[src/pod_pkg.sv]
package pod_pkg;
  localparam int POD_W       = 16;
  localparam int POD_BYTE    = 8;
  localparam int POD_NREG    = 16;
  localparam int POD_AW      = 4;
  // result path select codes
  localparam logic [1:0] POD_DM_RD    = 2'h0;
  localparam logic [1:0] POD_DM_BUS   = 2'h1;
  localparam logic [1:0] POD_DM_DREG  = 2'h2;
  localparam logic [1:0] POD_DM_SHR   = 2'h3;
  // operand low byte select codes
  localparam logic [1:0] POD_BL_LO0   = 2'h0;
  localparam logic [1:0] POD_BL_LO1   = 2'h1;
  localparam logic [1:0] POD_BL_HI    = 2'h2;
  localparam logic [1:0] POD_BL_CON   = 2'h3;
  // operand high byte select codes
  localparam logic [1:0] POD_BH_HI    = 2'h0;
  localparam logic [1:0] POD_BH_SGN   = 2'h1;
  localparam logic [1:0] POD_BH_LO    = 2'h2;
  localparam logic [1:0] POD_BH_CON   = 2'h3;
  // carry source select codes
  localparam logic [1:0] POD_CS_WORD  = 2'h0;
  localparam logic [1:0] POD_CS_BYTE  = 2'h1;
  localparam logic [1:0] POD_CS_MSB   = 2'h2;
  localparam logic [1:0] POD_CS_STAT  = 2'h3;
  // constant source codes
  localparam logic [2:0] POD_K_ONE    = 3'h0;
  localparam logic [2:0] POD_K_TWO    = 3'h1;
  localparam logic [2:0] POD_K_SWADR  = 3'h2;
  localparam logic [2:0] POD_K_TRAP   = 3'h3;
  localparam logic [2:0] POD_K_MASK   = 3'h4;
  localparam logic [2:0] POD_K_COND   = 3'h5;
  localparam logic [2:0] POD_K_EXT    = 3'h6;
  localparam logic [2:0] POD_K_ZERO   = 3'h7;
  localparam logic [15:0] POD_VAL_ONE  = 16'h0001;
  localparam logic [15:0] POD_VAL_TWO  = 16'h0002;
  localparam logic [15:0] POD_VAL_MASK = 16'h00ff;
  // reset values
  localparam logic [15:0] POD_RST_WORD = 16'h0000;
  localparam logic        POD_RST_BIT  = 1'b0;

  // microword fields for one cycle
  typedef struct packed {
    logic [3:0] regAddr;
    logic       regWrite;
    logic       regRead;
    logic       statusRead;
    logic [1:0] resultPathSel;
    logic [1:0] operandLowSel;
    logic [1:0] operandHighSel;
    logic       addressSourceSel;
    logic [1:0] carrySourceSel;
    logic [2:0] constantSel;
    logic       aluLogicArithMode;
    logic [3:0] aluFunctionSelect;
    logic       carryInForce;
    logic       carryInUseCond;
    logic       carryInInvert;
    logic       loadB;
    logic       loadD;
    logic       loadCarry;
    logic       loadAddr;
  } pod_uword_t;

  // machine-side conditions
  typedef struct packed {
    logic [15:0] busData;
    logic [15:0] statusWord;
    logic        statusCarryBit;
    logic        condCarry;
    logic [15:0] switchAddr;
    logic [15:0] trapVector;
    logic [15:0] condConst;
  } pod_cond_t;

  typedef struct packed {
    logic [15:0] bReg;
    logic [15:0] dReg;
    logic        dCarry;
    logic [15:0] addrReg;
    logic [15:0] readBus;
    logic [15:0] aluOut;
    logic        carryOut;
  } pod_state_t;
endpackage : pod_pkg

[src/pod_datapath.sv]
`timescale 1ns/1ps
module pod_datapath
  import pod_pkg::*;
#(
  parameter int WIDTH = POD_W,
  parameter int DEPTH = POD_NREG
) (
  input  wire logic        clock,
  input  wire logic        reset_n,
  input  wire pod_uword_t  uword,
  input  wire pod_cond_t   cond,
  output logic [15:0]      readBus,
  output logic [15:0]      aluResult,
  output logic [15:0]      bRegOut,
  output logic [15:0]      dRegOut,
  output logic             dCarryOut,
  output logic [15:0]      busAddress,
  output logic             accessError
);

  // elaboration check: logic is fixed at 16 bits, 16 entries
  if (WIDTH != POD_W || DEPTH != POD_NREG) begin : g_chk
    $error("pod_datapath supports only 16 bit width and 16 entries");
  end

  typedef struct packed {
    logic [15:0] bReg;
    logic [15:0] dReg;
    logic        dCarry;
    logic [15:0] addrReg;
    logic [15:0] readBus;
    logic [15:0] aluOut;
    logic        err;
  } pod_regs_t;

  pod_regs_t   st_q;
  pod_regs_t   st_d;
  logic [15:0] regFile_q [POD_NREG];

  logic [15:0] rfRead;
  logic [15:0] rdBus;
  logic [15:0] resultPath;
  logic [15:0] constantValue;
  logic [7:0]  opLow;
  logic [7:0]  opHigh;
  logic [15:0] aluSecondOperand;
  logic [15:0] aluFirstOperand;
  logic        aluCarryIn;
  logic [16:0] sumWord;
  logic [8:0]  sumByte;
  logic [15:0] aluRes;
  logic        wordCarryOut;
  logic        byteCarryOut;
  logic        aluResultMsb;
  logic        carrySel;
  logic        rfWriteOk;

  // read bus: wired-OR of register file and status word
  always_comb begin
    rfRead = (uword.regRead && !uword.regWrite) ? regFile_q[uword.regAddr] : 16'h0000;
    rdBus  = rfRead | (uword.statusRead ? cond.statusWord : 16'h0000);
  end

  assign aluFirstOperand = rdBus;

  // result path mux feeding the holding register
  always_comb begin
    case (uword.resultPathSel)
      POD_DM_RD:   resultPath = rdBus;
      POD_DM_BUS:  resultPath = cond.busData;
      POD_DM_DREG: resultPath = st_q.dReg;
      POD_DM_SHR:  resultPath = {st_q.dCarry, st_q.dReg[15:1]};
      default:     resultPath = rdBus;
    endcase
  end

  // constant source
  always_comb begin
    case (uword.constantSel)
      POD_K_ONE:   constantValue = POD_VAL_ONE;
      POD_K_TWO:   constantValue = POD_VAL_TWO;
      POD_K_SWADR: constantValue = cond.switchAddr;
      POD_K_TRAP:  constantValue = cond.trapVector;
      POD_K_MASK:  constantValue = POD_VAL_MASK;
      POD_K_COND:  constantValue = cond.condConst;
      POD_K_EXT:   constantValue = ~POD_VAL_MASK;
      POD_K_ZERO:  constantValue = 16'h0000;
      default:     constantValue = 16'h0000;
    endcase
  end

  // second operand byte muxes: direct, extend, duplicate, swap, constant
  always_comb begin
    case (uword.operandLowSel)
      POD_BL_LO0: opLow = st_q.bReg[7:0];
      POD_BL_LO1: opLow = st_q.bReg[7:0];
      POD_BL_HI:  opLow = st_q.bReg[15:8];
      POD_BL_CON: opLow = constantValue[7:0];
      default:    opLow = st_q.bReg[7:0];
    endcase
    case (uword.operandHighSel)
      POD_BH_HI:  opHigh = st_q.bReg[15:8];
      POD_BH_SGN: opHigh = {8{st_q.bReg[7]}};
      POD_BH_LO:  opHigh = st_q.bReg[7:0];
      POD_BH_CON: opHigh = constantValue[15:8];
      default:    opHigh = st_q.bReg[15:8];
    endcase
    aluSecondOperand = {opHigh, opLow};
  end

  // carry in from microword bits combined with a condition
  assign aluCarryIn = (uword.carryInForce | (uword.carryInUseCond & cond.condCarry))
                      ^ uword.carryInInvert;

  // alu: mode selects logic or arithmetic, four bit function
  always_comb begin
    logic [15:0] a;
    logic [15:0] b;
    logic [15:0] x;
    logic [15:0] y;
    a = aluFirstOperand;
    b = aluSecondOperand;
    x = a;
    y = 16'h0000;
    aluRes  = 16'h0000;
    sumWord = 17'h0_0000;
    sumByte = 9'h000;
    if (uword.aluLogicArithMode) begin
      case (uword.aluFunctionSelect)
        4'h0: aluRes = ~a;
        4'h1: aluRes = ~(a | b);
        4'h2: aluRes = ~a & b;
        4'h3: aluRes = 16'h0000;
        4'h4: aluRes = ~(a & b);
        4'h5: aluRes = ~b;
        4'h6: aluRes = a ^ b;
        4'h7: aluRes = a & ~b;
        4'h8: aluRes = ~a | b;
        4'h9: aluRes = ~(a ^ b);
        4'ha: aluRes = b;
        4'hb: aluRes = a & b;
        4'hc: aluRes = 16'hffff;
        4'hd: aluRes = a | ~b;
        4'he: aluRes = a | b;
        4'hf: aluRes = a;
        default: aluRes = a;
      endcase
    end else begin
      // each arithmetic function is a sum of two terms plus carry in
      case (uword.aluFunctionSelect)
        4'h0: x = a;
        4'h1: x = a | b;
        4'h2: x = a | ~b;
        4'h3: x = 16'hffff;
        4'h4: x = a;
        4'h5: x = a | b;
        4'h6: x = a;
        4'h7: x = a & ~b;
        4'h8: x = a;
        4'h9: x = a;
        4'ha: x = a | ~b;
        4'hb: x = a & b;
        4'hc: x = a;
        4'hd: x = a | b;
        4'he: x = a | ~b;
        4'hf: x = a;
        default: x = a;
      endcase
      case (uword.aluFunctionSelect)
        4'h4: y = a & ~b;
        4'h5: y = a & ~b;
        4'h6: y = ~b;
        4'h7: y = 16'hffff;
        4'h8: y = a & b;
        4'h9: y = b;
        4'ha: y = a & b;
        4'hb: y = 16'hffff;
        4'hc: y = a;
        4'hd: y = a;
        4'he: y = a;
        4'hf: y = 16'hffff;
        default: y = 16'h0000;
      endcase
      // byte carry comes from the same two terms, low eight bits only
      sumWord = {1'b0, x} + {1'b0, y} + {16'h0000, aluCarryIn};
      sumByte = {1'b0, x[7:0]} + {1'b0, y[7:0]} + {8'h00, aluCarryIn};
      aluRes  = sumWord[15:0];
    end
  end

  assign wordCarryOut = uword.aluLogicArithMode ? 1'b0 : sumWord[16];
  assign byteCarryOut = sumByte[8];
  assign aluResultMsb = aluRes[15];

  // carry source selector
  always_comb begin
    case (uword.carrySourceSel)
      POD_CS_WORD: carrySel = wordCarryOut;
      POD_CS_BYTE: carrySel = byteCarryOut;
      POD_CS_MSB:  carrySel = aluResultMsb;
      POD_CS_STAT: carrySel = cond.statusCarryBit;
      default:     carrySel = wordCarryOut;
    endcase
  end

  assign rfWriteOk = uword.regWrite && !uword.regRead;

  // next state of all datapath registers outside the register file
  always_comb begin
    st_d         = st_q;
    st_d.readBus = rdBus;
    st_d.aluOut  = aluRes;
    st_d.err     = uword.regWrite && uword.regRead;
    if (uword.loadB) begin
      st_d.bReg = resultPath;
    end
    if (uword.loadD) begin
      st_d.dReg = aluRes;
    end
    if (uword.loadCarry) begin
      st_d.dCarry = carrySel;
    end
    if (uword.loadAddr) begin
      st_d.addrReg = uword.addressSourceSel ? aluRes : rdBus;
    end
  end

  // state register
  always_ff @(posedge clock or negedge reset_n) begin
    if (!reset_n) begin
      st_q <= '0;
    end else begin
      st_q <= st_d;
    end
  end

  // register file writes from the result path, one entry per cycle
  always_ff @(posedge clock) begin
    if (rfWriteOk) begin
      regFile_q[uword.regAddr] <= resultPath;
    end
  end

  assign readBus     = st_q.readBus;
  assign aluResult   = st_q.aluOut;
  assign bRegOut     = st_q.bReg;
  assign dRegOut     = st_q.dReg;
  assign dCarryOut   = st_q.dCarry;
  assign busAddress  = st_q.addrReg;
  assign accessError = st_q.err;

endmodule : pod_datapath

[config.mk]
export PLATFORM = sky130hd
export DESIGN_NAME = pod_datapath
export DESIGN_NICKNAME = d
export VERILOG_FILES = /design/src/pod_pkg.sv /design/src/pod_datapath.sv
export SDC_FILE = /design/constraint.sdc
export NUM_CORES = 1
export LEC_CHECK = 0
export BUFFER_PORTS_ARGS = -buffer_cell sky130_fd_sc_hd__buf_2
export CAP_MARGIN = 10
export CORE_MARGIN = 2
export CORE_UTILIZATION = 40
export CTS_BUF_LIST = sky130_fd_sc_hd__clkbuf_4
export DETAILED_ROUTE_END_ITERATION = 12
export HOLD_SLACK_MARGIN = 0.05
export SLEW_MARGIN = 20
export SYNTH_ARGS = -nofsm -noshare
export SYNTH_HDL_FRONTEND = slang
export SYNTH_SLANG_ARGS = --single-unit
[constraint.sdc]
create_clock -name clock -period 6.1 [get_ports clock]
set_clock_uncertainty 0.15 [all_clocks]
set_input_delay 0.915 -clock clock [delete_from_list [all_inputs] [get_ports clock]]
set_output_delay 0.915 -clock clock [all_outputs]
set_load 0.005 [all_outputs]
Word-level counts from Yosys, hierarchy flattened

Memory sizes are Yosys's and may differ from the RTL's.
Index checks and enable logic that the tools add are counted.

Register bits after elaboration: 82
Memory bits (writable): 256
Memories kept: 1

Memory list:

| name      | depth | width | read ports | clocked after Yosys merged registers in | wr ports | RTL line           | text |
|---|---|---|---|---|---|---|---|
| regFile_q | 16    | 16    | 1          | 0                                       | 1        | pod_datapath.sv:38 | `logic [15:0] regFile_q [POD_NREG];` |

Add/sub/neg operators: 4
Equality and inequality tests: 34
Mux-type cells: 18
Bitwise gates (word level): 16
Reduce and logical (&&, ||, !) cells: 19

Operator list:

| cell                                                | count |
|---|---|
| case mux 16 bit (16 select lines)                   | 1 |
| case mux 16 bit (6 select lines)                    | 2 |
| case mux 16 bit (8 select lines)                    | 1 |
| two-way mux 16 bit                                  | 6 |
| inverter 16 bit                                     | 5 |
| OR 16 bit                                           | 4 |
| case mux 16 bit (4 select lines)                    | 1 |
| bitwise AND 16 bit                                  | 3 |
| equality test 4 bit, second input constant          | 8 |
| case mux 8 bit (4 select lines)                     | 1 |
| case mux 8 bit (3 select lines)                     | 1 |
| adder 16 x 16 -> 17 bit                             | 1 |
| adder 17 x 1 -> 17 bit                              | 1 |
| equality test 2 bit, second input constant          | 8 |
| equality test 4 x 3 -> 1 bit, second input constant | 4 |
| XOR 16 bit                                          | 1 |
| equality test 3 bit, second input constant          | 4 |
| OR reduction 3 bit                                  | 4 |
| adder 8 x 8 -> 9 bit                                | 1 |
| adder 9 x 1 -> 9 bit                                | 1 |
| two-way mux 9 bit                                   | 1 |
| equality test 2 x 1 -> 1 bit, second input constant | 4 |
| equality test 4 x 2 -> 1 bit, second input constant | 2 |
| logical NOT 2 bit                                   | 4 |
| 14 further kinds                                    | 22 |

Depth between registers and ports, before layout

Word-level depth: 11
Gate-level depth with buffers: 22

Least setup slack after synthesis

Ideal clock, no wire load.

Path kind: input port to flip-flop
Start: in uword[27] in the netlist's numbering
End: reg st_q (netlist bit dCarryOut)
Library setup time: 0.123 ns
Arrival: 5.303 ns
Data required time: 5.827 ns
Path slack: 0.524 ns
Stages: 20
Cell sequence: buf_6 buf_12 mux4_2 mux2_2 a221oi_4 inv_2 ha_1 a221oi_1 o21ai_0 a211oi_1 fa_1 inv_1 fa_1 a211oi_1 o21ai_0 a31oi_1 a2111o_1 nand3_1 or2_2 o221a_2

Longest elaborated chain between the ends: 10
Elaborated cells between the ends (all ways): 27
Classes of those cells: 4 x add/sub; 10 x mux; 12 x bitwise; 1 x memory

Ends and longest elaborated chain:

| item                                                            | RTL line                                                      | text |
|---|---|---|
| start, declared                                                 | pod_datapath.sv:10                                            | `input wire pod_uword_t uword,` |
| memory read (16 x 16 bit) (*)                                   | --                                                            |  |
| two-way mux 16 bit (*)                                          | pod_datapath.sv:60                                            | `rfRead = (uword.regRead && !uword.regWrite) ? regFile_q[uword.regAddr] : 16'h0000;` |
| OR 16 bit (*)                                                   | pod_datapath.sv:61                                            | `rdBus = rfRead \| (uword.statusRead ? cond.statusWord : 16'h0000);` |
| via aluFirstOperand[0]                                          | pod_datapath.sv:47                                            | `logic [15:0] aluFirstOperand;` |
| OR 16 bit (tied with other cells)                               | pod_datapath.sv:153, pod_datapath.sv:161, pod_datapath.sv:165 |  |
| case mux 16 bit (6 select lines) (on tied branches)             | pod_datapath.sv:150, pod_datapath.sv:169                      |  |
| two-way mux 16 bit                                              | pod_datapath.sv:128                                           | `if (uword.aluLogicArithMode) begin` |
| adder 16 x 16 -> 17 bit or adder 8 x 8 -> 9 bit (tied branches) | pod_datapath.sv:185, pod_datapath.sv:186                      |  |
| adder 17 x 1 -> 17 bit or adder 9 x 1 -> 9 bit (tied branches)  | pod_datapath.sv:185, pod_datapath.sv:186                      |  |
| two-way mux 16 bit (tied with other cells)                      | pod_datapath.sv:128                                           |  |
| case mux 1 bit (4 select lines) (*)                             | pod_datapath.sv:197                                           | `case (uword.carrySourceSel)` |
| end signal, assigned                                            | pod_datapath.sv:233                                           | `st_q <= st_d;` |
| end, declared                                                   | pod_datapath.sv:36                                            | `pod_regs_t st_q;` |

Mark *: on every way through the listed nets, which the timed path passes. The rest lies on a longest branch. The select of a mux whose other input is x is not followed.
A chain may end at the register's enable or synchronous reset.

Worst setup path after layout

Start: mem regFile_q[12][0]
End: reg st_q (netlist bit dCarryOut)

Longest elaborated chain between the ends: 10
Elaborated cells between the ends (all ways): 19
Classes of those cells: 4 x add/sub; 9 x mux; 5 x bitwise; 1 x memory

Ends and longest elaborated chain:

| item                                                            | RTL line |
|---|---|
| start, declared                                                 | pod_datapath.sv:38 |
| memory read (16 x 16 bit) (*)                                   | -- |
| two-way mux 16 bit (*)                                          | pod_datapath.sv:60 |
| OR 16 bit (*)                                                   | pod_datapath.sv:61 |
| via aluFirstOperand[0]                                          | pod_datapath.sv:47 |
| OR 16 bit (tied with other cells)                               | pod_datapath.sv:153, pod_datapath.sv:161, pod_datapath.sv:165 |
| case mux 16 bit (6 select lines) (on tied branches)             | pod_datapath.sv:150, pod_datapath.sv:169 |
| two-way mux 16 bit                                              | pod_datapath.sv:128 |
| adder 16 x 16 -> 17 bit or adder 8 x 8 -> 9 bit (tied branches) | pod_datapath.sv:185, pod_datapath.sv:186 |
| adder 17 x 1 -> 17 bit or adder 9 x 1 -> 9 bit (tied branches)  | pod_datapath.sv:185, pod_datapath.sv:186 |
| two-way mux 16 bit (tied with other cells)                      | pod_datapath.sv:128 |
| case mux 1 bit (4 select lines) (*)                             | pod_datapath.sv:197 |

Marked as above.

==> metrics.log <==
[metrics] router iterations before antenna repair: 6
[metrics] area of the core: 47850 µm²
[metrics] drt total wl: ~75000 µm
[metrics] Starting Density: 40.59%
[metrics] biggest cell delay along the critical path: approximately 0.46 ns
[metrics] maximum clock insertion buffer count: 3
[metrics] antenna viol nets, final: 0
[metrics] share of the yosys chip area belonging to registers: between 50% and 60%
[metrics] WHS: around 0.26 ns
[metrics] maximum capacitance violations: 0
[metrics] total half-perimeter wirelength after legalization and detailed placement: 54040 µm
[metrics] layout cell share with drive strength beyond 1: between 30% and 40%
[metrics] Layout Area Growth over Synthesis: 18.77%
[metrics] relative slew slack: roughly a third
[metrics] Most used DFF post-synth: sky130_fd_sc_hd__edfxtp_1
[metrics] global-route wire length before repair: approximately 110000 µm
[metrics] critical path start-end classification: reg2reg
[metrics] launching element of the worst setup path: regFile_q[12][0]
[metrics] Overall Power: around 7 mW
[metrics] slew of the pin with the lowest slew margin: between 1 and 1.5 ns
[metrics] type of the most critical hold path: in2reg
[metrics] required time of the critical path: between 6 and 7 ns
[metrics] vias per cell: roughly 6.2
[metrics] area of the die: approximately 50000 µm²
[metrics] H-tree Lvls: 3
[metrics] clock latency on the worst-skew pair: 0.85 ns
[metrics] post-route core utilization: 48.21%
[metrics] Min-Delay Path Depth: 2
[metrics] initial antenna violation count: 5
[metrics] YS warnings: 0
[metrics] clock buffer count from CTS: 87
[metrics] count of pins on the block boundary: roughly 200
[metrics] CTS resizes: 0
[metrics] CP endpoint kind: register
[metrics] maximum number of pins on one net before global-route repair: 70
[metrics] synthesized netlist cell count: 1565
[metrics] critical-path cell with the highest stage delay: sky130_fd_sc_hd__mux4_2
[metrics] die height: ~220 µm
[metrics] Post-synth ARST share: 24.26%
[metrics] clk slew on worst S/H paths: 0.07 ns
[metrics] post-synthesis sequential element count: ~340
[metrics] run status: finished clean
[metrics] die width: approximately 220 µm
[metrics] startpoint of the worst register-to-register path: regFile_q[12][0]
[metrics] data arrival time at the worst-slack endpoint: 6.06 ns
[metrics] Synth Net Count: roughly 1800
[metrics] CTS tree: built
[metrics] Area contributors post-synth: sky130_fd_sc_hd__edfxtp_1, sky130_fd_sc_hd__dfrtp_1, sky130_fd_sc_hd__mux4_2, sky130_fd_sc_hd__ha_1, sky130_fd_sc_hd__mux2i_1
[metrics] power density relative to cell area: 294.7 nW/µm²
[metrics] First DRT Iteration DRCs: ~1900
[metrics] Critical Path, Cell by Cell: mux4_2 -> mux2_2 -> a221oi_4 -> inv_2 -> ha_1 -> a221oi_1 -> o21ai_0 -> a211oi_1 -> fa_1 -> inv_1 -> fa_1 -> a211oi_1 -> o21ai_0 -> a31oi_1 -> buf_4 -> a2111o_1 -> nand3_1 -> or2_2 -> o221a_2
[metrics] final setup vio count: 0
[metrics] DRC Markers: 0
[metrics] post-synth top area share: approximately two fifths
[metrics] length in cells of the worst reg-to-reg path: 19
[metrics] sum of overflow across all layers after global routing: 0
[metrics] Net count, final: between 2000 and 2500
[metrics] average routed wire per standard cell: 29.17 µm
[metrics] site row count: 80
[metrics] I/O Buffers: slightly below 200
[metrics] synthesized area: between 15000 and 20000 µm²
[metrics] Final Slew Violations: 0
[metrics] startpoint type of the worst setup path: register
[metrics] number of distinct standard cells referenced by the synthesized netlist: 89
[metrics] Peak Freq: 181.2 MHz
[metrics] launch instance of the worst min-delay path: uword[1]
[metrics] RSZ-0062 raised after global routing: false
[metrics] final weighted congestion of routability-driven global placement: ~1
[metrics] Min Clock Period, post-route: about 5.5 ns
[metrics] most frequent cells in the layout: sky130_fd_sc_hd__edfxtp_1, sky130_fd_sc_hd__buf_2, sky130_fd_sc_hd__buf_4, sky130_fd_sc_hd__clkbuf_4, sky130_fd_sc_hd__nand2_1
[metrics] Clock Sinks: between 300 and 400
[metrics] number of flops mapped to enable cells by yosys: around 260
[metrics] synthesized area per cell: around 12 µm²
[metrics] final hold violation count: 0
[metrics] post-route fraction of the period consumed by the critical path: around 90%
[metrics] Via Count: 16000
[metrics] leading cell type in the layout, fill and taps excluded: sky130_fd_sc_hd__edfxtp_1
[metrics] number of global-route vias before repair: between 15000 and 20000
[metrics] leakage power figure: 9.104 nW
[metrics] post-synthesis cell type with the largest combined area: sky130_fd_sc_hd__edfxtp_1
[metrics] Worst IR Drop VDD: 0.0002445 V
[metrics] crit-path max FO: 4
[metrics] Tot GR Track Use: about 30%
[metrics] CTS Root Buffer Type: sky130_fd_sc_hd__clkbuf_4
[sequential cells by signal (all words and copies together), names as in the netlist]
signal,cells
readBus,16
regFile_q,256
dRegOut,16
accessError,1
busAddress,16
dCarryOut,1
aluResult,16
bRegOut,16
[worst paths after layout]
| kind | to | slack [ns] |
|---|---|---|
| setup / recovery | dCarryOut | 0.58 |
| hold / removal | dCarryOut | 0.26 |
| setup reg to reg | dCarryOut | 0.58 |
| hold reg to reg | busAddress[0] | 0.36 |
| max in group asynchronous | aluResult[1] | 4.26 |
| min in group asynchronous | readBus[9] | 0.34 |
[kinds of logic (layout without fill, tap and decap cells)]
logic type | count (synthesis) | in the layout | share of synthesized area [%]
xor gates and xnor gates | 12 | 12 | 0.5412
adders and majority gates | 81 | 81 | 5.296
buffers and inverters | 169 | 558 | 3.891
AOI/OAI and AO/OA | 414 | 414 | 15.58
other | 0 | 4 | 0
muxes | 180 | 180 | 14.44
and+or+nand+nor | 371 | 371 | 10.10
DFF | 338 | 338 | 50.15
[cells in the mapped netlist (11+ instances only)]
library cell / instances
sky130_fd_sc_hd__a2111oi_0: 12
sky130_fd_sc_hd__a211oi_1: 11
sky130_fd_sc_hd__a21o_1: 15
sky130_fd_sc_hd__a21oi_1: 63
sky130_fd_sc_hd__a221o_1: 14
sky130_fd_sc_hd__a221oi_1: 21
sky130_fd_sc_hd__a22o_1: 14
sky130_fd_sc_hd__a22oi_1: 20
sky130_fd_sc_hd__a31oi_1: 17
sky130_fd_sc_hd__and2_1: 19
sky130_fd_sc_hd__buf_1: 15
sky130_fd_sc_hd__buf_2: 23
sky130_fd_sc_hd__clkbuf_1: 63
sky130_fd_sc_hd__dfrtp_1: 82
sky130_fd_sc_hd__edfxtp_1: 256
sky130_fd_sc_hd__ha_1: 79
sky130_fd_sc_hd__inv_1: 49
sky130_fd_sc_hd__mux2_2: 39
sky130_fd_sc_hd__mux2i_1: 65
sky130_fd_sc_hd__mux4_2: 75
sky130_fd_sc_hd__nand2_1: 89
sky130_fd_sc_hd__nand2b_1: 34
sky130_fd_sc_hd__nand3_1: 15
sky130_fd_sc_hd__nor2_1: 77
sky130_fd_sc_hd__nor2b_1: 38
sky130_fd_sc_hd__nor3_1: 17
sky130_fd_sc_hd__o211ai_1: 22
sky130_fd_sc_hd__o21ai_0: 55
sky130_fd_sc_hd__o221ai_1: 22
sky130_fd_sc_hd__o22ai_1: 35
[critical path: cells and delay by family (launching register included)]
family | cells | cell delay [ns]
compound gates | 9 | 2.41
fa+ha+maj | 3 | 0.94
buf+inv | 3 | 0.32
flops | 1 | 0.37
mux | 2 | 0.80
simple gates | 2 | 0.36
[power by group]
group	total (mW)	switching, mW	internal (mW)
Combinational	1.93	1.16	0.778
Clock	1.95	0.892	1.05
Sequential	2.92	0.158	2.76
Total	6.80	2.21	4.59
[per-stage QoR]
step	setup WS [ns]	area [µm²]	cells	TNS, ns
finish	0.5806	23070	2573	0
global placement	-0.02682	21930	2422	-0.02792
detailed placement	-0.1113	21930	2422	-0.3122
global route	0.3100	23060	2571	0
CTS	0.6044	23060	2569	0
floorplan	0.5241	19420	1565	0
[repair_timing]
item / 4_1_cts / 5_1_grt
setup buffers: 0 / 0
hold buffers: 1 / 0
hold endpoints to repair: 13 / 0
[layout make-up]
| class | count | area [µm²] |
|---|---|---|
| diodes | 4 | 10.01 |
| clock buffers | 123 | 923.4 |
| clock inverters | 23 | 187.7 |
| fillers | 4375 | 24780 |
| inverters | 55 | 206.4 |
| multi-input cells | 1058 | 8982 |
| flip-flops and latches | 338 | 9739 |
| well taps | 615 | 769.5 |
| repair buffers | 357 | 2247 |
[layer usage]
| metal | up-vias | global-route usage, % | wire [µm] |
|---|---|---|---|
| li1 | 6895 | - | - |
| met1 | 7962 | 37.06 | 28610 |
| met2 | 884 | 48.55 | 35700 |
| met3 | 259 | 5.839 | 5756 |
| met4 | 0 | 18.33 | 4981 |
| met5 | - | 0 | 0 |
(Power assumes the default switching activity.)
